<file path="src/hdl/bsbiu_pkg.sv">
// Purpose: shared constants and types for the branch, skip and bit unit
// Assumes: one core clock, flags packed I T H S V N Z C from bit 7 down
// Notes: operations arrive pre-decoded as bsbiu_op_e
package bsbiu_pkg;

    localparam int PC_W = 16;
    localparam logic [15:0] PC_RST = 16'h0000;
    localparam logic [15:0] PC_STEP = 16'h0001;
    localparam logic [15:0] PC_SKIP_ONE = 16'h0002;
    localparam logic [15:0] PC_SKIP_TWO = 16'h0003;
    localparam logic [7:0] FLAGS_RST = 8'h00;
    localparam logic [7:0] ONES_VAL = 8'hFF;
    localparam logic [7:0] ZERO_VAL = 8'h00;

    // status flag bit positions
    localparam int FLAG_C = 0;
    localparam int FLAG_Z = 1;
    localparam int FLAG_N = 2;
    localparam int FLAG_V = 3;
    localparam int FLAG_S = 4;
    localparam int FLAG_H = 5;
    localparam int FLAG_T = 6;
    localparam int FLAG_I = 7;

    // offset field: jumps and calls use 12 bits, branches the low 7
    localparam int JMP_OFF_W = 12;
    localparam int BR_OFF_W = 7;

    // cycle counts
    localparam logic [1:0] CYC_ONE = 2'h1;
    localparam logic [1:0] CYC_JUMP = 2'h2;
    localparam logic [1:0] CYC_CALL = 2'h3;
    localparam logic [1:0] CYC_TAKEN = 2'h2;
    localparam logic [1:0] CYC_SKIP_ONE = 2'h2;
    localparam logic [1:0] CYC_SKIP_TWO = 2'h3;
    localparam logic [1:0] CYC_IO_BIT = 2'h2;

    typedef enum logic [5:0] {
        op_nop,
        op_relative_jump, op_pointer_jump,
        op_relative_call, op_pointer_call,
        op_compare_skip_equal,
        op_register_compare, op_compare_with_carry, op_compare_immediate,
        op_skip_reg_bit_clear, op_skip_reg_bit_set,
        op_skip_io_bit_clear, op_skip_io_bit_set,
        op_branch_flag_set, op_branch_flag_clear,
        op_branch_equal, op_branch_not_equal,
        op_branch_carry_set, op_branch_carry_clear,
        op_branch_same_higher, op_branch_lower,
        op_branch_minus, op_branch_plus,
        op_branch_signed_ge, op_branch_signed_lt,
        op_branch_halfcarry_set, op_branch_halfcarry_clear,
        op_branch_xferbit_set, op_branch_xferbit_clear,
        op_branch_overflow_set, op_branch_overflow_clear,
        op_branch_irq_enabled, op_branch_irq_disabled,
        op_io_bit_set, op_io_bit_clear,
        op_shift_left_logical, op_shift_right_logical,
        op_register_clear, op_register_set_ones
    } bsbiu_op_e;

    typedef struct packed {
        bsbiu_op_e op;
        logic [4:0] rd_addr;
        logic [7:0] rd_val;
        logic [7:0] rr_val;
        logic [2:0] bit_sel;
        logic [4:0] io_addr;
        logic [11:0] offset;
        logic next_two_word;
    } bsbiu_instr_s;

    typedef struct packed {
        logic we;
        logic [4:0] addr;
        logic [7:0] data;
    } bsbiu_reg_wr_s;

    typedef struct packed {
        logic we;
        logic [4:0] addr;
        logic [7:0] data;
        logic [7:0] mask;
    } bsbiu_io_wr_s;

    typedef struct packed {
        logic we;
        logic [15:0] addr;
    } bsbiu_push_s;

endpackage

</file>
<file path="src/hdl/bsbiu_core.sv">
// Purpose: executes jumps, calls, compares, skips, branches, bit ops
// Assumes: operands and io read data valid with instr_valid
// Notes: all effects land at the accept edge; ready then stalls for multi-cycle ops only
//
// How it works
// RULE1: jumps load pc, two cycles, flags kept
// RULE2: calls push return, load pc, three cycles
// RULE3: equal registers skip next instruction
// RULE4: compares set flags, result discarded
// RULE5: register bit clear/set skips next
// RULE6: io bit clear/set skips next
// RULE7: flag-select branch on set or clear
// RULE8: equal branches test zero flag
// RULE9: carry branches test carry flag
// RULE10: minus/plus branches test negative flag
// RULE11: signed branches test negative xor overflow
// RULE12: half-carry branches test half-carry
// RULE13: transfer-bit branches test transfer flag
// RULE14: overflow branches test overflow flag
// RULE15: interrupt branches test interrupt enable
// RULE16: io bit set/clear, two cycles
// RULE17: left shift, zero in, flags updated
// RULE18: right shift, zero in, flags updated
// RULE19: clear via xor; set writes all ones
// RULE20: offsets signed, from next instruction
// RULE21: skip costs one, two or three cycles
`timescale 1ns/1ps
module bsbiu_core (
    input wire logic clk,
    input wire logic rst,
    input wire bsbiu_pkg::bsbiu_instr_s instr,
    input wire logic instr_valid,
    input wire logic [15:0] pointer_z,
    input wire logic [7:0] io_rdata,
    input wire logic flags_we,
    input wire logic [7:0] flags_wdata,
    output logic ready,
    output logic retire,
    output logic [15:0] pc,
    output logic [7:0] flags,
    output bsbiu_pkg::bsbiu_reg_wr_s reg_wr,
    output bsbiu_pkg::bsbiu_io_wr_s io_wr,
    output bsbiu_pkg::bsbiu_push_s push
);
    logic acc;
    logic [15:0] pc_plus1;
    logic [15:0] jmp_target;
    logic [15:0] br_target;
    logic [15:0] skip_len;
    logic [1:0] skip_cyc;
    logic is_branch;
    logic br_cond;
    logic cmp_h, cmp_s, cmp_v, cmp_n, cmp_z, cmp_c;
    logic cmp_cin;
    logic cmp_chain;
    logic [7:0] shl_val;
    logic [7:0] shr_val;
    logic [7:0] bit_mask;
    logic [15:0] next_pc;
    logic [7:0] next_flags;
    logic [1:0] next_cyc;
    logic next_rd_we;
    logic [7:0] next_rd_data;
    logic next_io_we;
    logic [7:0] next_io_data;
    logic next_push_we;
    logic [1:0] cnt;

    assign acc = instr_valid & ready;
    assign pc_plus1 = pc + bsbiu_pkg::PC_STEP;
    // offsets count words past the following instruction [RULE20]
    assign jmp_target = pc_plus1 + {{4{instr.offset[11]}}, instr.offset};
    assign br_target = pc_plus1 + {{9{instr.offset[6]}}, instr.offset[6:0]};
    // a skipped double-word instruction costs one cycle more [RULE21]
    assign skip_len = instr.next_two_word ? bsbiu_pkg::PC_SKIP_TWO
                                          : bsbiu_pkg::PC_SKIP_ONE;
    assign skip_cyc = instr.next_two_word ? bsbiu_pkg::CYC_SKIP_TWO
                                          : bsbiu_pkg::CYC_SKIP_ONE;
    assign shl_val = {instr.rd_val[6:0], 1'b0};
    assign shr_val = {1'b0, instr.rd_val[7:1]};
    assign bit_mask = 8'h01 << instr.bit_sel;
    assign cmp_chain = (instr.op == bsbiu_pkg::op_compare_with_carry);
    assign cmp_cin = cmp_chain & flags[bsbiu_pkg::FLAG_C];

    bsbiu_sub_flags u_cmp (
        .a(instr.rd_val),
        .b(instr.rr_val),
        .cin(cmp_cin),
        .z_chain(cmp_chain),
        .z_old(flags[bsbiu_pkg::FLAG_Z]),
        .h(cmp_h),
        .s(cmp_s),
        .v(cmp_v),
        .n(cmp_n),
        .z(cmp_z),
        .c(cmp_c)
    );

    ////////////////////////////////////////////////////////////////////
    // branch condition select
    always_comb begin
        is_branch = 1'b1;
        br_cond = 1'b0;
        unique case (instr.op)
            bsbiu_pkg::op_branch_flag_set:
                br_cond = flags[instr.bit_sel]; // [RULE7]
            bsbiu_pkg::op_branch_flag_clear:
                br_cond = ~flags[instr.bit_sel]; // [RULE7]
            bsbiu_pkg::op_branch_equal:
                br_cond = flags[bsbiu_pkg::FLAG_Z]; // [RULE8]
            bsbiu_pkg::op_branch_not_equal:
                br_cond = ~flags[bsbiu_pkg::FLAG_Z]; // [RULE8]
            bsbiu_pkg::op_branch_carry_set, bsbiu_pkg::op_branch_lower:
                br_cond = flags[bsbiu_pkg::FLAG_C]; // [RULE9]
            bsbiu_pkg::op_branch_carry_clear,
            bsbiu_pkg::op_branch_same_higher:
                br_cond = ~flags[bsbiu_pkg::FLAG_C]; // [RULE9]
            bsbiu_pkg::op_branch_minus:
                br_cond = flags[bsbiu_pkg::FLAG_N]; // [RULE10]
            bsbiu_pkg::op_branch_plus:
                br_cond = ~flags[bsbiu_pkg::FLAG_N]; // [RULE10]
            // computed from n and v, not the stored sign flag
            bsbiu_pkg::op_branch_signed_ge:
                br_cond = ~(flags[bsbiu_pkg::FLAG_N]
                          ^ flags[bsbiu_pkg::FLAG_V]); // [RULE11]
            bsbiu_pkg::op_branch_signed_lt:
                br_cond = flags[bsbiu_pkg::FLAG_N]
                        ^ flags[bsbiu_pkg::FLAG_V]; // [RULE11]
            bsbiu_pkg::op_branch_halfcarry_set:
                br_cond = flags[bsbiu_pkg::FLAG_H]; // [RULE12]
            bsbiu_pkg::op_branch_halfcarry_clear:
                br_cond = ~flags[bsbiu_pkg::FLAG_H]; // [RULE12]
            bsbiu_pkg::op_branch_xferbit_set:
                br_cond = flags[bsbiu_pkg::FLAG_T]; // [RULE13]
            bsbiu_pkg::op_branch_xferbit_clear:
                br_cond = ~flags[bsbiu_pkg::FLAG_T]; // [RULE13]
            bsbiu_pkg::op_branch_overflow_set:
                br_cond = flags[bsbiu_pkg::FLAG_V]; // [RULE14]
            bsbiu_pkg::op_branch_overflow_clear:
                br_cond = ~flags[bsbiu_pkg::FLAG_V]; // [RULE14]
            bsbiu_pkg::op_branch_irq_enabled:
                br_cond = flags[bsbiu_pkg::FLAG_I]; // [RULE15]
            bsbiu_pkg::op_branch_irq_disabled:
                br_cond = ~flags[bsbiu_pkg::FLAG_I]; // [RULE15]
            default:
                is_branch = 1'b0;
        endcase
    end

    ////////////////////////////////////////////////////////////////////
    // execute: next pc, flags, writes and cycle cost
    always_comb begin
        next_pc = pc_plus1;
        next_flags = flags;
        next_cyc = bsbiu_pkg::CYC_ONE;
        next_rd_we = 1'b0;
        next_rd_data = instr.rd_val;
        next_io_we = 1'b0;
        next_io_data = io_rdata;
        next_push_we = 1'b0;
        unique case (instr.op)
            bsbiu_pkg::op_relative_jump: begin
                next_pc = jmp_target; // [RULE1]
                next_cyc = bsbiu_pkg::CYC_JUMP;
            end
            bsbiu_pkg::op_pointer_jump: begin
                next_pc = pointer_z; // [RULE1]
                next_cyc = bsbiu_pkg::CYC_JUMP;
            end
            bsbiu_pkg::op_relative_call: begin
                next_pc = jmp_target; // [RULE2]
                next_cyc = bsbiu_pkg::CYC_CALL;
                next_push_we = 1'b1;
            end
            bsbiu_pkg::op_pointer_call: begin
                next_pc = pointer_z; // [RULE2]
                next_cyc = bsbiu_pkg::CYC_CALL;
                next_push_we = 1'b1;
            end
            bsbiu_pkg::op_compare_skip_equal: begin
                if (instr.rd_val == instr.rr_val) begin
                    next_pc = pc + skip_len; // [RULE3]
                    next_cyc = skip_cyc;
                end
            end
            bsbiu_pkg::op_register_compare,
            bsbiu_pkg::op_compare_with_carry,
            bsbiu_pkg::op_compare_immediate: begin
                next_flags[bsbiu_pkg::FLAG_H] = cmp_h; // [RULE4]
                next_flags[bsbiu_pkg::FLAG_S] = cmp_s;
                next_flags[bsbiu_pkg::FLAG_V] = cmp_v;
                next_flags[bsbiu_pkg::FLAG_N] = cmp_n;
                next_flags[bsbiu_pkg::FLAG_Z] = cmp_z;
                next_flags[bsbiu_pkg::FLAG_C] = cmp_c;
            end
            bsbiu_pkg::op_skip_reg_bit_clear: begin
                if (!instr.rd_val[instr.bit_sel]) begin
                    next_pc = pc + skip_len; // [RULE5]
                    next_cyc = skip_cyc;
                end
            end
            bsbiu_pkg::op_skip_reg_bit_set: begin
                if (instr.rd_val[instr.bit_sel]) begin
                    next_pc = pc + skip_len; // [RULE5]
                    next_cyc = skip_cyc;
                end
            end
            bsbiu_pkg::op_skip_io_bit_clear: begin
                if (!io_rdata[instr.bit_sel]) begin
                    next_pc = pc + skip_len; // [RULE6]
                    next_cyc = skip_cyc;
                end
            end
            bsbiu_pkg::op_skip_io_bit_set: begin
                if (io_rdata[instr.bit_sel]) begin
                    next_pc = pc + skip_len; // [RULE6]
                    next_cyc = skip_cyc;
                end
            end
            // the whole read byte is written back with only the addressed bit
            // changed, so write-one-to-clear neighbours reading 1 get a 1 written
            bsbiu_pkg::op_io_bit_set: begin
                next_io_we = 1'b1;
                next_io_data = io_rdata | bit_mask; // [RULE16]
                next_cyc = bsbiu_pkg::CYC_IO_BIT;
            end
            bsbiu_pkg::op_io_bit_clear: begin
                next_io_we = 1'b1;
                next_io_data = io_rdata & ~bit_mask; // [RULE16]
                next_cyc = bsbiu_pkg::CYC_IO_BIT;
            end
            bsbiu_pkg::op_shift_left_logical: begin
                next_rd_we = 1'b1;
                next_rd_data = shl_val; // [RULE17]
                next_flags[bsbiu_pkg::FLAG_C] = instr.rd_val[7];
                next_flags[bsbiu_pkg::FLAG_N] = shl_val[7];
                next_flags[bsbiu_pkg::FLAG_Z] = (shl_val == 8'h00);
                next_flags[bsbiu_pkg::FLAG_V] = shl_val[7] ^ instr.rd_val[7];
                next_flags[bsbiu_pkg::FLAG_S] = instr.rd_val[7];
            end
            bsbiu_pkg::op_shift_right_logical: begin
                next_rd_we = 1'b1;
                next_rd_data = shr_val; // [RULE18]
                next_flags[bsbiu_pkg::FLAG_C] = instr.rd_val[0];
                next_flags[bsbiu_pkg::FLAG_N] = 1'b0;
                next_flags[bsbiu_pkg::FLAG_Z] = (shr_val == 8'h00);
                next_flags[bsbiu_pkg::FLAG_V] = instr.rd_val[0];
                next_flags[bsbiu_pkg::FLAG_S] = instr.rd_val[0];
            end
            bsbiu_pkg::op_register_clear: begin
                next_rd_we = 1'b1;
                next_rd_data = instr.rd_val ^ instr.rd_val; // [RULE19]
                next_flags[bsbiu_pkg::FLAG_Z] = 1'b1;
                next_flags[bsbiu_pkg::FLAG_N] = 1'b0;
                next_flags[bsbiu_pkg::FLAG_V] = 1'b0;
                next_flags[bsbiu_pkg::FLAG_S] = 1'b0;
            end
            bsbiu_pkg::op_register_set_ones: begin
                next_rd_we = 1'b1;
                next_rd_data = bsbiu_pkg::ONES_VAL; // [RULE19]
            end
            default: begin
                if (is_branch && br_cond) begin
                    next_pc = br_target; // [RULE20]
                    next_cyc = bsbiu_pkg::CYC_TAKEN;
                end
            end
        endcase
    end

    ////////////////////////////////////////////////////////////////////
    // program counter and flags; accept beats an outside flag write
    always_ff @(posedge clk or posedge rst) begin
        if (rst) begin
            pc <= bsbiu_pkg::PC_RST;
        end else if (acc) begin
            pc <= next_pc;
        end
    end

    always_ff @(posedge clk or posedge rst) begin
        if (rst) begin
            flags <= bsbiu_pkg::FLAGS_RST;
        end else if (acc) begin
            flags <= next_flags;
        end else if (flags_we) begin
            flags <= flags_wdata;
        end
    end

    // stall for the remaining cycles of a multi-cycle instruction
    always_ff @(posedge clk or posedge rst) begin
        if (rst) begin
            cnt <= 2'h0;
            ready <= 1'b1;
        end else if (acc) begin
            cnt <= next_cyc - bsbiu_pkg::CYC_ONE;
            ready <= (next_cyc == bsbiu_pkg::CYC_ONE);
        end else if (cnt != 2'h0) begin
            cnt <= cnt - 2'h1;
            ready <= (cnt == 2'h1);
        end
    end

    // write strobes are one-cycle pulses at the accept edge
    always_ff @(posedge clk or posedge rst) begin
        if (rst) begin
            retire <= 1'b0;
            reg_wr <= '0;
            io_wr <= '0;
            push <= '0;
        end else begin
            retire <= acc;
            reg_wr.we <= acc & next_rd_we;
            reg_wr.addr <= instr.rd_addr;
            reg_wr.data <= next_rd_data;
            io_wr.we <= acc & next_io_we;
            io_wr.addr <= instr.io_addr;
            io_wr.data <= next_io_data;
            io_wr.mask <= bit_mask;
            push.we <= acc & next_push_we; // [RULE2]
            push.addr <= pc_plus1;
        end
    end
endmodule

</file>
<file path="src/hdl/bsbiu_sub_flags.sv">
// Purpose: flags of a subtraction whose result is thrown away
// Assumes: cin already gated by the caller
// Notes: z_chain keeps zero sticky across a carry chain
`timescale 1ns/1ps
module bsbiu_sub_flags (
    input wire logic [7:0] a,
    input wire logic [7:0] b,
    input wire logic cin,
    input wire logic z_chain,
    input wire logic z_old,
    output logic h,
    output logic s,
    output logic v,
    output logic n,
    output logic z,
    output logic c
);
    logic [7:0] r;

    always_comb begin
        r = a - b - {7'h00, cin};
        h = (~a[3] & b[3]) | (b[3] & r[3]) | (r[3] & ~a[3]);
        v = (a[7] & ~b[7] & ~r[7]) | (~a[7] & b[7] & r[7]);
        n = r[7];
        c = (~a[7] & b[7]) | (b[7] & r[7]) | (r[7] & ~a[7]);
        z = (r == 8'h00) & (z_chain ? z_old : 1'b1);
        s = n ^ v;
    end
endmodule
</file>
<file path="config.mk">
export PLATFORM = sky130hd
export DESIGN_NAME = bsbiu_core
export DESIGN_NICKNAME = d
export VERILOG_FILES = /design/src/hdl/bsbiu_pkg.sv /design/src/hdl/bsbiu_core.sv /design/src/hdl/bsbiu_sub_flags.sv
export SDC_FILE = /design/constraint.sdc
export NUM_CORES = 1
export LEC_CHECK = 0
export BUFFER_PORTS_ARGS = -buffer_cell sky130_fd_sc_hd__buf_2
export CAP_MARGIN = 20
export CORE_AREA = 2 2 120 110
export CTS_CLUSTER_DIAMETER = 40
export CTS_CLUSTER_SIZE = 24
export DETAILED_ROUTE_END_ITERATION = 12
export DIE_AREA = 0 0 122 112
export PLACE_DENSITY = 0.8
export SLEW_MARGIN = 25
export SYNTH_ARGS = -nofsm -noshare
export SYNTH_HDL_FRONTEND = slang
export SYNTH_SLANG_ARGS = --single-unit
</file>
<file path="constraint.sdc">
create_clock -name clk -period 4.77 [get_ports clk]
set_clock_uncertainty 0.05 [all_clocks]
set_input_delay 0 -clock clk [delete_from_list [all_inputs] [get_ports clk]]
set_output_delay 0 -clock clk [all_outputs]
set_load 0.01 [all_outputs]
</file>
# Word level (Yosys, flattened, before mapping)
# Cells that the tools add are included.
[word_totals]
ff_bits = 81
inputBits = 84
elab_cells = 174
output_inout_bits = 79
[classes]
n_reduce_logical = 23
order_cmp = 1
n_eq_ne = 44
n_bitwise = 41
add_sub_neg = 8
n_mux = 39
n_shift = 1
[ops]
columns = ["operator", "count"]
rows = [
  ["$pmux W16 S8", 1],
  ["$eq A6 B5 Y1 const B", 16],
  ["$mux W16", 6],
  ["$eq A6 B4 Y1 const B", 8],
  ["$eq A6 B6 Y1 const B", 7],
  ["$add A16 B16 Y16", 2],
  ["$pmux W8 S4", 1],
  ["$eq A6 B3 Y1 const B", 4],
  ["$logic_not A8 Y1", 3],
  ["$reduce_or A20 Y1", 1],
  ["$pmux W1 S18", 1],
  ["$add A16 B1 Y16 const B", 1],
  ["$add A16 B2 Y16", 1],
  ["$mux W2", 8],
  ["$pmux W2 S8", 1],
  ["$pmux W4 S4", 1],
  ["$pmux W8 S2", 1],
  ["$and A1 B1 Y1", 15],
  ["$not A1 Y1", 14],
  ["$mux W1", 13],
  ["$eq A6 B2 Y1 const B", 2],
  ["$mux W6", 2],
  ["$reduce_or A2 Y1", 6],
  ["$bmux W1 S3", 3],
  ["25 further kinds", 39],
]

# Longest topological paths before layout
# Gate-level depths: netlist of run 1.
[depth]
word_depth = 9
mapped_depth = 16
mapped_depth_nobuf = 15

# By module
# Synthesis of run 1 repeated with hierarchy kept, for this count alone.
[hier_totals]
cells_unflattened = 794
hier_area_um2 = 6801.5
[by_module_without_submodules]
columns = ["mod", "cells_per_inst", "area_per_inst_um2", "n_inst", "seq_area_each_um2"]
rows = [
  ["bsbiu_core", 720, 6221.0, 1, 2028.2],
  ["bsbiu_sub_flags", 74, 580.6, 1, 0.0],
]

# Worst setup path after synthesis of run 1
# No wires, ideal clock.
[synth_path]
path_kind = "reg-to-reg"
start = "register pc[0]"
end = "register pc[14]"
required_time_ns = 4.586
slack_ns = 1.223
arrival_ns = 3.363
setup_time_ns = 0.134
path_buffers = 1
stages_incl_launch_ff = 16
synth_period_minus_slack_ns = 3.547
cell_sequence = "dfrtp_1 -> ha_1 -> and3_1 -> and3_1 -> clkbuf_1 -> nand3_1 -> xor2_1 -> inv_1 -> ha_1 -> nor3b_1 -> o21ai_0 -> a21oi_1 -> o41ai_1 -> mux2i_1 -> o41ai_1 -> a21oi_1"
[synth_between]
elab_chain_len = 4
word_cells_on_any_way = 11
classes_between = "4 x add/sub; 7 x mux"
[synth_rtl]
columns = ["element", "line", "text"]
rows = [
  ["from (decl)", "bsbiu_core.sv:39", "output logic [15:0] pc,"],
  ["from (signal assigned)", "bsbiu_core.sv:275", "pc <= bsbiu_pkg::PC_RST;"],
  ["from (signal assigned)", "bsbiu_core.sv:277", "pc <= next_pc;"],
  ["$add A16 B1 Y16 (*)", "bsbiu_core.sv:70", "assign pc_plus1 = pc + bsbiu_pkg::PC_STEP;"],
  ["via pc_plus1[8]", "bsbiu_core.sv:46", "logic [15:0] pc_plus1;"],
  ["$add A16 B16 Y16", "bsbiu_core.sv:73", "assign br_target = pc_plus1 + {{9{instr.offset[6]}}, instr.offset[6:0]};"],
  ["$mux W16", "bsbiu_core.sv:263", "if (is_branch && br_cond) begin"],
  ["$pmux W16 S8 (*)", "bsbiu_core.sv:161", "unique case (instr.op)"],
]
# Mark *: on every way through the listed nets, which the timed path passes. The rest lies on a longest branch.
# A chain may end at the register's enable or synchronous reset.

# Final worst setup path of run 1
# Same ends and word-level chain as after synthesis.

==> implementation parameters, run 1 <==
Parameter                              Value

Cells and area
  Utilization after layout    0.668
  Cell area after layout    8310 um2
  P&R area growth vs syn    24.4%
  Share of final-layout standard cells stronger than drive strength 1    0.207
  Post-layout net count    1098
  Antenna diode count    0

CTS
  CTS tree    yes
  Number of buffers between clock root and the deepest sink    2
  CTS Root Buffer Type    clkbuf_16
  Buffers inserted during post-CTS setup optimization    0
  Skew-Pair Late Insertion Delay    around 0.35 ns
  Clock-pin slew of the registers on the worst-case setup and hold paths    roughly 0.060 ns
  H-tree level count    3
  Count of cells resized by post-cts repair    0
  CTS sink count    81
  Number of clock buffers inserted by TritonCTS    9

STA
  Final Cycle Share    0.816
  Setup repair after global routing missed its margin    no
  Final Hold Violating Endpoints    0
  Slew Limit Headroom    0.380
  Time the final worst path needs with I/O delays and setup    3.89 ns
  Endpoints failing setup    0
  Final sum of negative setup slack    0 ns
  Achievable Freq    257 MHz
  Worst-Margin Slew    roughly 0.93 ns
  Fin. max-slew vios    0
  Final-layout worst hold slack    0.00287 ns

Critical path
  Worst setup startpoint    pc[0]
  Worst Setup End Kind    register
  Element type at the critical path start    register
  Crit path DAT    4.07 ns
  Startpoint of the most critical register-to-register path    pc[0]
  Crit path required time    4.94 ns
  Critical path start-end classification    register to register
  Crit Path Max Fanout    8

Placement
  Detailed Place HPWL    14500 um
  Post-place instance area    7550 um2
  Number of buffer cells added on primary ports    around 160
  Final estimated routing congestion in global placement    0.985

GRT
  First-pass GRT wire length    32700 um
  Total GRT Usage    0.306
  Initial antenna violation count    0
  GR Overflow Total    0
  Number of global-route vias before repair    6393
  Largest net degree at the start of global routing    82

Floorplan
  Number of ports placed on the die boundary    163
  Number of standard-cell rows in the floorplan    39
  Vertical extent of the die    approximately 110 um
  Die boundary width    122 um
  Core Footprint    12400 um2
  Die area    between 10000 and 15000 um2
  Starting density of the core    0.537

Power and ir drop
  Part of the power in registers    0.258
  Power density over the cells    509 nW/um2
  Power share of the combinational group    0.558
  Leakage power    approximately 4 nW
  Worst vdd ir    0.232 mV
  Internal power component    2.35 mW
  Reported net switching power    about 1.9 mW
  Sw Share    0.443
  Power share of the clock group    0.184

Logic synthesis
  Synth cell types    79
  Most frequent cells after synthesis    dfrtp_1 (80), nand2_1 (67), a21oi_1 (59)
  Most used flip-flop cell after synthesis    dfrtp_1
  Proportion of synthesized flip-flops having asynchronous set or reset    1.00
  Number of synthesized flops with an enable pin    0
  Total standard cell area after synthesis    6680 um2
  Top area cells in the synthesized netlist    dfrtp_1 (30%), ha_1 (8.1%), a21oi_1 (4.4%)
  Post-synthesis instance total    788
  Post-synthesis sequential element count    81
  Average instance area after synthesis    8.47 um2
  Sequential area share after synthesis    0.304
  Area leader, netlist    dfrtp_1
  Fraction of post-synthesis cell area in the top cell type by area    0.300
  Number of nets produced by synthesis    ~900
  Most frequent cell after synthesis    dfrtp_1
  YS warnings    0

Hold path
  Kind of path behind the tightest hold check    primary input to register
  Startpoint of the most critical hold path    instr[30]

Route
  Number of optimization iterations in the first detailed-route pass    7
  Initial DRC Count    705
  Post-DR wirelength/cell    18.2 um
  Number of routed nets with antenna violations    0
  Routed WL    20700 um
  Number of vias after detailed routing    6913
  Post-route DRC    0
  Vias/cell    6.09

Status
  Result of the run    finished clean

Flow run
  Max-capacitance violation count    0
-- worst max-delay path: stages (launching register included) --
cell     delay [ns]
dfrtp_1        0.48
ha_1           0.26
and3_1         0.27
and3_1         0.32
nand3_1        0.12
xor2_1         0.20
inv_1          0.13
ha_1           0.35
nor3b_1        0.16
o21ai_0        0.16
a21oi_1        0.08
o41ai_1        0.55
mux2i_1        0.15
o41ai_1        0.38
a21oi_1        0.11
-- sequential cells by signal, summed over array words and instances, names as in the netlist --
signal  count
cnt         2
flags       8
io_wr      22
pc         16
push       17
ready       1
reg_wr     14
retire      1
-- per-stage QoR --
stage / setup WS, ns / cells / total power, mW
after CTS: 0.967 / 1136 / 4.17
after detailed placement: 0.987 / 1079 / 3.36
after global routing: 0.542 / 1136 / 4.51
after global placement: 1.06 / 1079 / 3.33
after floorplan: 1.22 / 788 / 2.71
final: 0.879 / 1136 / 4.23
-- cells in the final DEF, fill, tap and decap left out, types with 8 or more instances in the layout --
master,netlist,final
a21o_1,11,11
nand2_1,67,67
nand2b_1,17,17
nand3_1,32,32
nand4_1,10,10
and3_1,15,15
clkbuf_16,0,9
nor2b_1,11,11
a21oi_1,59,59
dfrtp_1,80,80
o21ai_1,11,11
nor2_1,48,48
inv_1,51,50
xnor2_1,28,28
buf_2,11,162
mux2i_1,19,19
ha_1,43,43
xor2_1,26,26
dlygate4sd3_1,0,42
nor3_1,16,15
o21ai_0,41,41
a221oi_1,11,11
a22oi_1,8,8
or3_1,9,9
-- what timing repair did --
item / CTS / global route
setup endpoints to repair: 0 / 0
endpoints found under the hold margin: 118 / 0
hold buffers: 42 / 0
-- power groups by stage --
stage	Sequential (mW)	Combinational (mW)	Clock, mW
2_1_floorplan	1.10	1.62	0
3_3_place_gp	1.08	2.24	0
3_5_place_dp	1.09	2.27	0
4_1_cts	1.08	2.31	0.781
5_1_grt	1.11	2.59	0.810
6_report	1.09	2.36	0.777
-- final timing paths --
kind | end | slack, ns | cells after the start
setup / recovery | pc[14] | 0.88 | 14
hold / removal | reg_wr[1] | 0.003 | 3
setup reg to reg | pc[14] | 0.88 | 14
hold reg to reg | ready | 0.45 | 2
max in group asynchronous | reg_wr[6] | 3.81 | 4
min in group asynchronous | io_wr[21] | 0.35 | 4
-- area by class of cell --
class / count / area, um2
Timing Repair Buffer: 209 / 1270
Inverter: 52 / 196
Sequential cell: 81 / 2030
Clock inverter: 4 / 76.3
Tap cell: 164 / 205
Clock buffer: 11 / 253
Fill cell: 1026 / 4140
Multi-Input combinational cell: 615 / 4280
-- metal layers --
layer	part of all wire	track usage
met3	0.10	0.0615
met2	0.43	0.446
met4	0.039	0.143
met1	0.43	0.434
met5	0	0
-- logic make-up (layout without fill, tap and decap cells) --
logic type	after synthesis	after routing	share of synthesized area
muxes	33	33	0.0572
xor gates and xnor gates	54	54	0.0708
and+or+nand+nor	252	252	0.190
buffers and inverters	92	276	0.0566
AOI/OAI and AO/OA	230	230	0.232
DFF	81	81	0.304
adders and majority gates	46	46	0.0896
Power figures use the tool's default switching activity.
==> run 2, diff against run 1 <==
CORE_AREA = 2 2 125 115   (was 2 2 120 110)
DIE_AREA = 0 0 127 117   (was 0 0 122 112)
PLACE_DENSITY = 0.78   (was 0.8)
clock period = 3.2 ns   (was 4.77 ns; I/O delays follow)
==> implementation parameters, run 2 (synthesis results as in run 1) <==
Parameter                              Value

Status
  Result of the run    finished with violations
  Failing checks    negative hold slack

Floorplan
  Die boundary width    127 um (+4.1%)
  Die area    14900 um2 (+8.7%)
  Starting density of the core    0.489 (-0.0473)
  Vertical extent of the die    117 um (+4.5%)
  Number of ports placed on the die boundary    163 (unchanged)
  Number of standard-cell rows in the floorplan    41 (+5.1%)
  Core Footprint    13600 um2 (+9.7%)

STA
  Setup repair after global routing missed its margin    yes
  Fin. max-slew vios    0 (unchanged)
  Final sum of negative setup slack    0 ns (unchanged)
  Final-layout worst hold slack    -0.000366 ns (-0.00324 ns)
  Time the final worst path needs with I/O delays and setup    3.15 ns (-0.744 ns)
  Endpoints failing setup    0 (unchanged)
  Achievable Freq    318 MHz (+24%)
  Final Hold Violating Endpoints    1 (+1)
  Final Cycle Share    0.983 (+0.168)
  Slew Limit Headroom    0.391 (+0.0106)
  Worst-Margin Slew    0.913 ns (-0.0170 ns)

Placement
  Detailed Place HPWL    16600 um (+14%)
  Final estimated routing congestion in global placement    0.973 (-1.1%)
  Number of buffer cells added on primary ports    162 (unchanged)

Power and ir drop
  Worst vdd ir    0.406 mV (+75%)
  Power density over the cells    813 nW/um2 (+60%)
  Leakage power    4.36 nW (+12%)

Critical path
  Cell seen most often among critical-path stages    and3_4
  Delay contributed by the slowest stage of the critical path    0.43 ns (-0.12 ns)
  Critical path start-end classification    register to register
  Worst Setup End Kind    register
  Cells along the critical path    ha_4 -> and3_4 -> and3_4 -> nand3_2 -> xor2_2 -> inv_2 -> ha_1 -> a21o_1 -> a21oi_2 -> nand2b_1 -> o311a_4 -> xnor2_1 -> a221o_1 -> a2bb2oi_1
  Slowest cell on the critical path    dfrtp_2
  Crit Path Max Fanout    4 (-4)
  Crit path DAT    3.31 ns (-0.76 ns)
  Element type at the critical path start    register
  Crit path required time    3.36 ns (-1.58 ns)

Cells and area
  Max FFs per register    22 (unchanged)
  Post-layout net count    1180 (+7.5%)
  Register with the most flip-flops    io_wr
  P&R area growth vs syn    38.6%
  Leading cell type in the layout, fill and taps excluded    buf_2
  Largest regs    io_wr x22, push x17, pc x16
  Leading cell types in the layout, fill and taps excluded    buf_2 (162), buf_4 (86), dfrtp_1 (78), nand2_1 (65), a21oi_1 (52)
  Antenna diode count    0 (unchanged)
  Share of final-layout standard cells stronger than drive strength 1    0.316 (+0.109)

CTS
  CTS tree    yes
  Skew-Pair Late Insertion Delay    0.35 ns (about the same)
  H-tree level count    3 (unchanged)
  CTS Root Buffer Type    clkbuf_16
  Number of clock buffers inserted by TritonCTS    9 (unchanged)
  Number of buffers between clock root and the deepest sink    2 (unchanged)
  CTS sink count    81 (unchanged)
  Clock-pin slew of the registers on the worst-case setup and hold paths    0.06 ns (about the same)

Route
  Number of optimization iterations in the first detailed-route pass    5 (-2)
  Initial DRC Count    723 (+2.6%)
  Routed WL    23300 um (+13%)
  Post-route DRC    0 (unchanged)
  Number of routed nets with antenna violations    0 (unchanged)
  Post-DR wirelength/cell    19.0 um (+4.3%)
  Number of vias after detailed routing    7439 (+7.6%)
  Vias/cell    6.06 (-0.37%)

Hold path
  Kind of path behind the tightest hold check    primary input to register

GRT
  GR Overflow Total    0 (unchanged)
  Initial antenna violation count    0 (unchanged)
  Number of global-route vias before repair    6907 (+8.0%)
  Total GRT Usage    0.307 (+0.00160)
  Largest net degree at the start of global routing    50 (-39%)
  First-pass GRT wire length    35700 um (+9.3%)

Flow run
  Max-capacitance violation count    0 (unchanged)
run 2: changes by cell type in the layout (fill, tap and decap cells not counted), sizes merged:
cell      previous run  this run
clkinvlp             1         0
clkbuf              11        12
inv                 50        51
buf                167       249
run 2: path summary, 6_finish.rpt:
path	end	from	slack, ns	depth (start not counted)
worst max-delay path	pc[11]	pc[1]	0.05	14
max in group asynchronous	reg_wr[0]	rst	1.97	4
worst min-delay path	pc[7]	pointer_z[7]	-0.0004	4
worst max register to register	pc[11]	pc[1]	0.05	14
worst min register to register	ready	ready	0.46	2
min in group asynchronous	io_wr[16]	rst	0.33	3
run 2: per-layer routing:
metal	track usage	part of all wire	up-vias
met2	0.470	0.44	430
met1	0.426	0.43	3507
li1	-	-	3410
met5	0	0	-
met4	0.138	0.044	0
met3	0.0595	0.088	92
run 2: stage by stage:
step           area, um2  utilization  setup slack (ns)  instances  power [mW]
2_1_floorplan       6710            -           -0.0813        788        4.09
3_3_place_gp        8140        0.596           0.00442       1159        5.61
3_5_place_dp        8140        0.596            -0.119       1159        5.69
4_1_cts             8950        0.656          0.000860       1220        7.02
5_1_grt             9250        0.678           -0.0941       1227        8.00
6_report            9250        0.678            0.0531       1227        7.52
run 2: worst max-delay path, delay by kind of cell (launching register included):
kind / cells / cell delay [ns]
compound gates: 5 / 1.07
xor+xnor: 2 / 0.24
fa+ha+maj: 2 / 0.50
buf+inv: 1 / 0.10
flops: 1 / 0.43
simple gates: 4 / 0.62
run 2: repair_timing:
item                                    CTS  global route
setup buffers                             3             7
endpoints found under the setup margin    6            10
hold buffers                             42             0
hold endpoints to repair                 84             0
gates resized for setup                  10            46
pin swaps                                 7            17
run 2: layout make-up:
type / instances / area (um2)
Clock buffer: 12 / 256
Clock inverter: 4 / 73.8
Inverter: 52 / 196
Tap cell: 172 / 215
Multi-Input combinational cell: 615 / 4590
Sequential cell: 81 / 2030
Timing Repair Buffer: 291 / 1890
Fill cell: 1118 / 4390
run 2: power by group:
group	leakage (nW)	total (mW)	internal (mW)	switching, mW
logic	3.25	4.80	2.22	2.58
registers	0.950	1.55	1.30	0.244
clock network	0.163	1.17	0.729	0.445
total	4.36	7.52	4.25	3.27
==> run 3, diff against run 2 <==
SETUP_SLACK_MARGIN = 0.2   (was unset)
==> implementation parameters, run 3 (synthesis results as in run 1) <==
Parameter                              Value

Status
  Result of the run    finished clean

CTS
  CTS Root Buffer Type    clkbuf_16
  Clock-pin slew of the registers on the worst-case setup and hold paths    0.07 ns (about the same)
  H-tree level count    3 (unchanged)
  Skew-Pair Late Insertion Delay    0.35 ns (about the same)
  Number of clock buffers inserted by TritonCTS    9 (unchanged)
  CTS sink count    81 (unchanged)
  Number of buffers between clock root and the deepest sink    2 (unchanged)
  CTS tree    yes

Critical path
  End point of the critical path    pc[14]
  Crit path DAT    3.30 ns (about the same)
  Cells on worst reg2reg path    15 (+1)
  Cell family with most CP delay    compound AO/OA/AOI/OAI gates
  Startpoint of the most critical register-to-register path    pc[1]
  Worst setup startpoint    pc[1]
  CP bufs+invs    3 (+2)
  Worst Setup End Kind    register
  Minimum setup slack among reg-to-reg paths    0.08 ns (+0.03 ns)
  Total number of cells along the worst setup path    15 (+1)
  Crit Path Max Fanout    6 (+2)
  Crit path required time    3.38 ns (+0.02 ns)
  Delay contributed by the slowest stage of the critical path    0.39 ns (-0.04 ns)
  Endpoint of the lowest-slack register-to-register path    pc[14]
  Critical path start-end classification    register to register
  Element type at the critical path start    register
  Slowest cell on the critical path    dfrtp_2
  Cells along the critical path    ha_4 -> and3_4 -> and3_4 -> nand3_4 -> xor2_4 -> inv_4 -> buf_12 -> ha_4 -> a21o_1 -> a21oi_2 -> buf_4 -> a21oi_4 -> mux2_4 -> a221oi_2 -> a21oi_1

GRT
  Largest net degree at the start of global routing    62 (+24%)
  Initial antenna violation count    0 (unchanged)
  GR Overflow Total    0 (unchanged)
  First-pass GRT wire length    35400 um (-0.98%)
  Number of global-route vias before repair    6933 (+0.38%)
  Total GRT Usage    0.300 (-0.00679)

STA
  Worst-Margin Slew    0.797 ns (-0.116 ns)
  Final Cycle Share    0.974 (-0.00893)
  Worst setup margin    0.0817 ns (+0.0286 ns)
  Fin. max-slew vios    0 (unchanged)
  Final sum of negative setup slack    0 ns (unchanged)
  Slew Limit Headroom    0.469 (+0.0779)
  Setup repair after global routing missed its margin    yes
  Achievable Freq    321 MHz (+0.92%)
  Endpoints failing setup    0 (unchanged)
  Final Hold Violating Endpoints    0 (-1)
  Time the final worst path needs with I/O delays and setup    3.12 ns (-0.0286 ns)

Cells and area
  Largest regs    io_wr x22, push x17, pc x16
  Register with the most flip-flops    io_wr
  Leading cell type in the layout, fill and taps excluded    buf_2
  Antenna diode count    0 (unchanged)
  P&R area growth vs syn    40.1%
  Share of final-layout standard cells stronger than drive strength 1    0.322 (+0.00639)
  Cell area after layout    9360 um2 (+1.1%)
  Leading cell types in the layout, fill and taps excluded    buf_2 (162), buf_4 (91), dfrtp_1 (78), nand2_1 (66), a21oi_1 (51)
  Max FFs per register    22 (unchanged)
  Post-layout net count    1187 (+0.59%)

Power and ir drop
  Total power of the final layout    7.49 mW (-0.38%)
  Worst vdd ir    0.731 mV (+80%)
  Leakage power    4.39 nW (+0.65%)
  Power density over the cells    801 nW/um2 (-1.5%)

Floorplan
  Number of ports placed on the die boundary    163 (unchanged)
  Die area    14900 um2 (unchanged)
  Vertical extent of the die    117 um (unchanged)
  Die boundary width    127 um (unchanged)
  Number of standard-cell rows in the floorplan    41 (unchanged)
  Core Footprint    13600 um2 (unchanged)
  Starting density of the core    0.489 (unchanged)

Hold path
  Kind of path behind the tightest hold check    primary input to register

Route
  Post-DR wirelength/cell    18.6 um (-2.3%)
  Number of routed nets with antenna violations    0 (unchanged)
  Number of vias after detailed routing    7385 (-0.73%)
  Vias/cell    5.98 (-1.3%)
  Detailed-routed wire length on met2    10200 um (+0.65%)
  Routed WL    22900 um (-1.8%)
  Met3 WL post-DR    2160 um (+4.8%)
  Uppermost metal layer occupied by signal nets    met4
  Initial DRC Count    827 (+14%)
  Number of optimization iterations in the first detailed-route pass    5 (unchanged)
  Post-route met1 wirelength    9920 um (-1.5%)
  Post-route DRC    0 (unchanged)

Placement
  Number of buffer cells added on primary ports    162 (unchanged)
  Detailed Place HPWL    16100 um (-2.9%)
  Post-place instance area    8190 um2 (+0.63%)
  Final estimated routing congestion in global placement    0.975 (+0.17%)
  Worst-case setup slack after placement    0.0128 ns (+0.132 ns)

Flow run
  Max-capacitance violation count    0 (unchanged)
## run 3: changes by cell type in the layout (fill, tap and decap cells not counted), sizes merged
| cell | delta |
|---|---|
| inv | +2 |
| buf | +5 |
| clkinvlp | +1 |
| dlygate4sd3 | +2 |
| clkbuf | -2 |
| bufinv | -1 |
## run 3: what timing repair did
| item | CTS | global route |
|---|---|---|
| gates resized for setup | 9 | 37 |
| hold buffers | 44 | 0 |
| setup endpoints to repair | 7 | 16 |
| pin swaps | 16 | 22 |
| setup buffers | 11 | 9 |
| endpoints found under the hold margin | 100 | 0 |
## run 3: worst min-delay path by stage
stage	from	end	slack [ns]	cells after the start
3_5_place_dp	instr[37]	reg_wr[8]	0.06	1
4_1_cts	flags_we	flags[7]	0.0009	3
6_report	flags_we	flags[7]	0.01	3
5_1_grt	flags_wdata[4]	flags[4]	0.02	4
3_3_place_gp	instr[37]	reg_wr[8]	0.06	1
2_1_floorplan	instr[13]	io_wr[16]	-0.02	0
## run 3: layout make-up
| class | count | area (um2) |
|---|---|---|
| fill | 1084 | 4290 |
| clock buffer | 10 | 239 |
| tap | 172 | 215 |
| clock inverter | 6 | 72.6 |
| timing repair buffer | 298 | 1950 |
| multi-input combinational | 615 | 4640 |
| inverter | 52 | 200 |
| sequential | 81 | 2030 |
## run 3: layer usage
| metal | vias up | GRT usage |
|---|---|---|
| met5 | - | 0 |
| met2 | 415 | 0.468 |
| met4 | 0 | 0.0908 |
| li1 | 3435 | - |
| met1 | 3480 | 0.419 |
| met3 | 55 | 0.0705 |
## run 3: through the flow
| step | cells | utilization | hold WS (ns) |
|---|---|---|---|
| floorplan | 788 | - | -0.0186 |
| CTS | 1225 | 0.665 | 0.000850 |
| global placement | 1154 | 0.600 | 0.0573 |
| detailed placement | 1154 | 0.600 | 0.0596 |
| finish | 1234 | 0.686 | 0.00988 |
| global route | 1234 | 0.686 | 0.0155 |
## run 3: worst register-to-register path: stages (launching register included)
cell,delay [ns]
dfrtp_2,0.39
ha_4,0.14
and3_4,0.21
and3_4,0.24
nand3_4,0.11
xor2_4,0.21
inv_4,0.07
buf_12,0.13
ha_4,0.29
a21o_1,0.16
a21oi_2,0.07
buf_4,0.16
a21oi_4,0.13
mux2_4,0.31
a221oi_2,0.24
a21oi_1,0.09
## run 3: report_power, final
| part | leakage (nW) | switching, mW | internal (mW) |
|---|---|---|---|
| logic | 3.29 | 2.56 | 2.30 |
| registers | 0.950 | 0.223 | 1.30 |
| clock network | 0.150 | 0.474 | 0.635 |
| total | 4.39 | 3.26 | 4.23 |
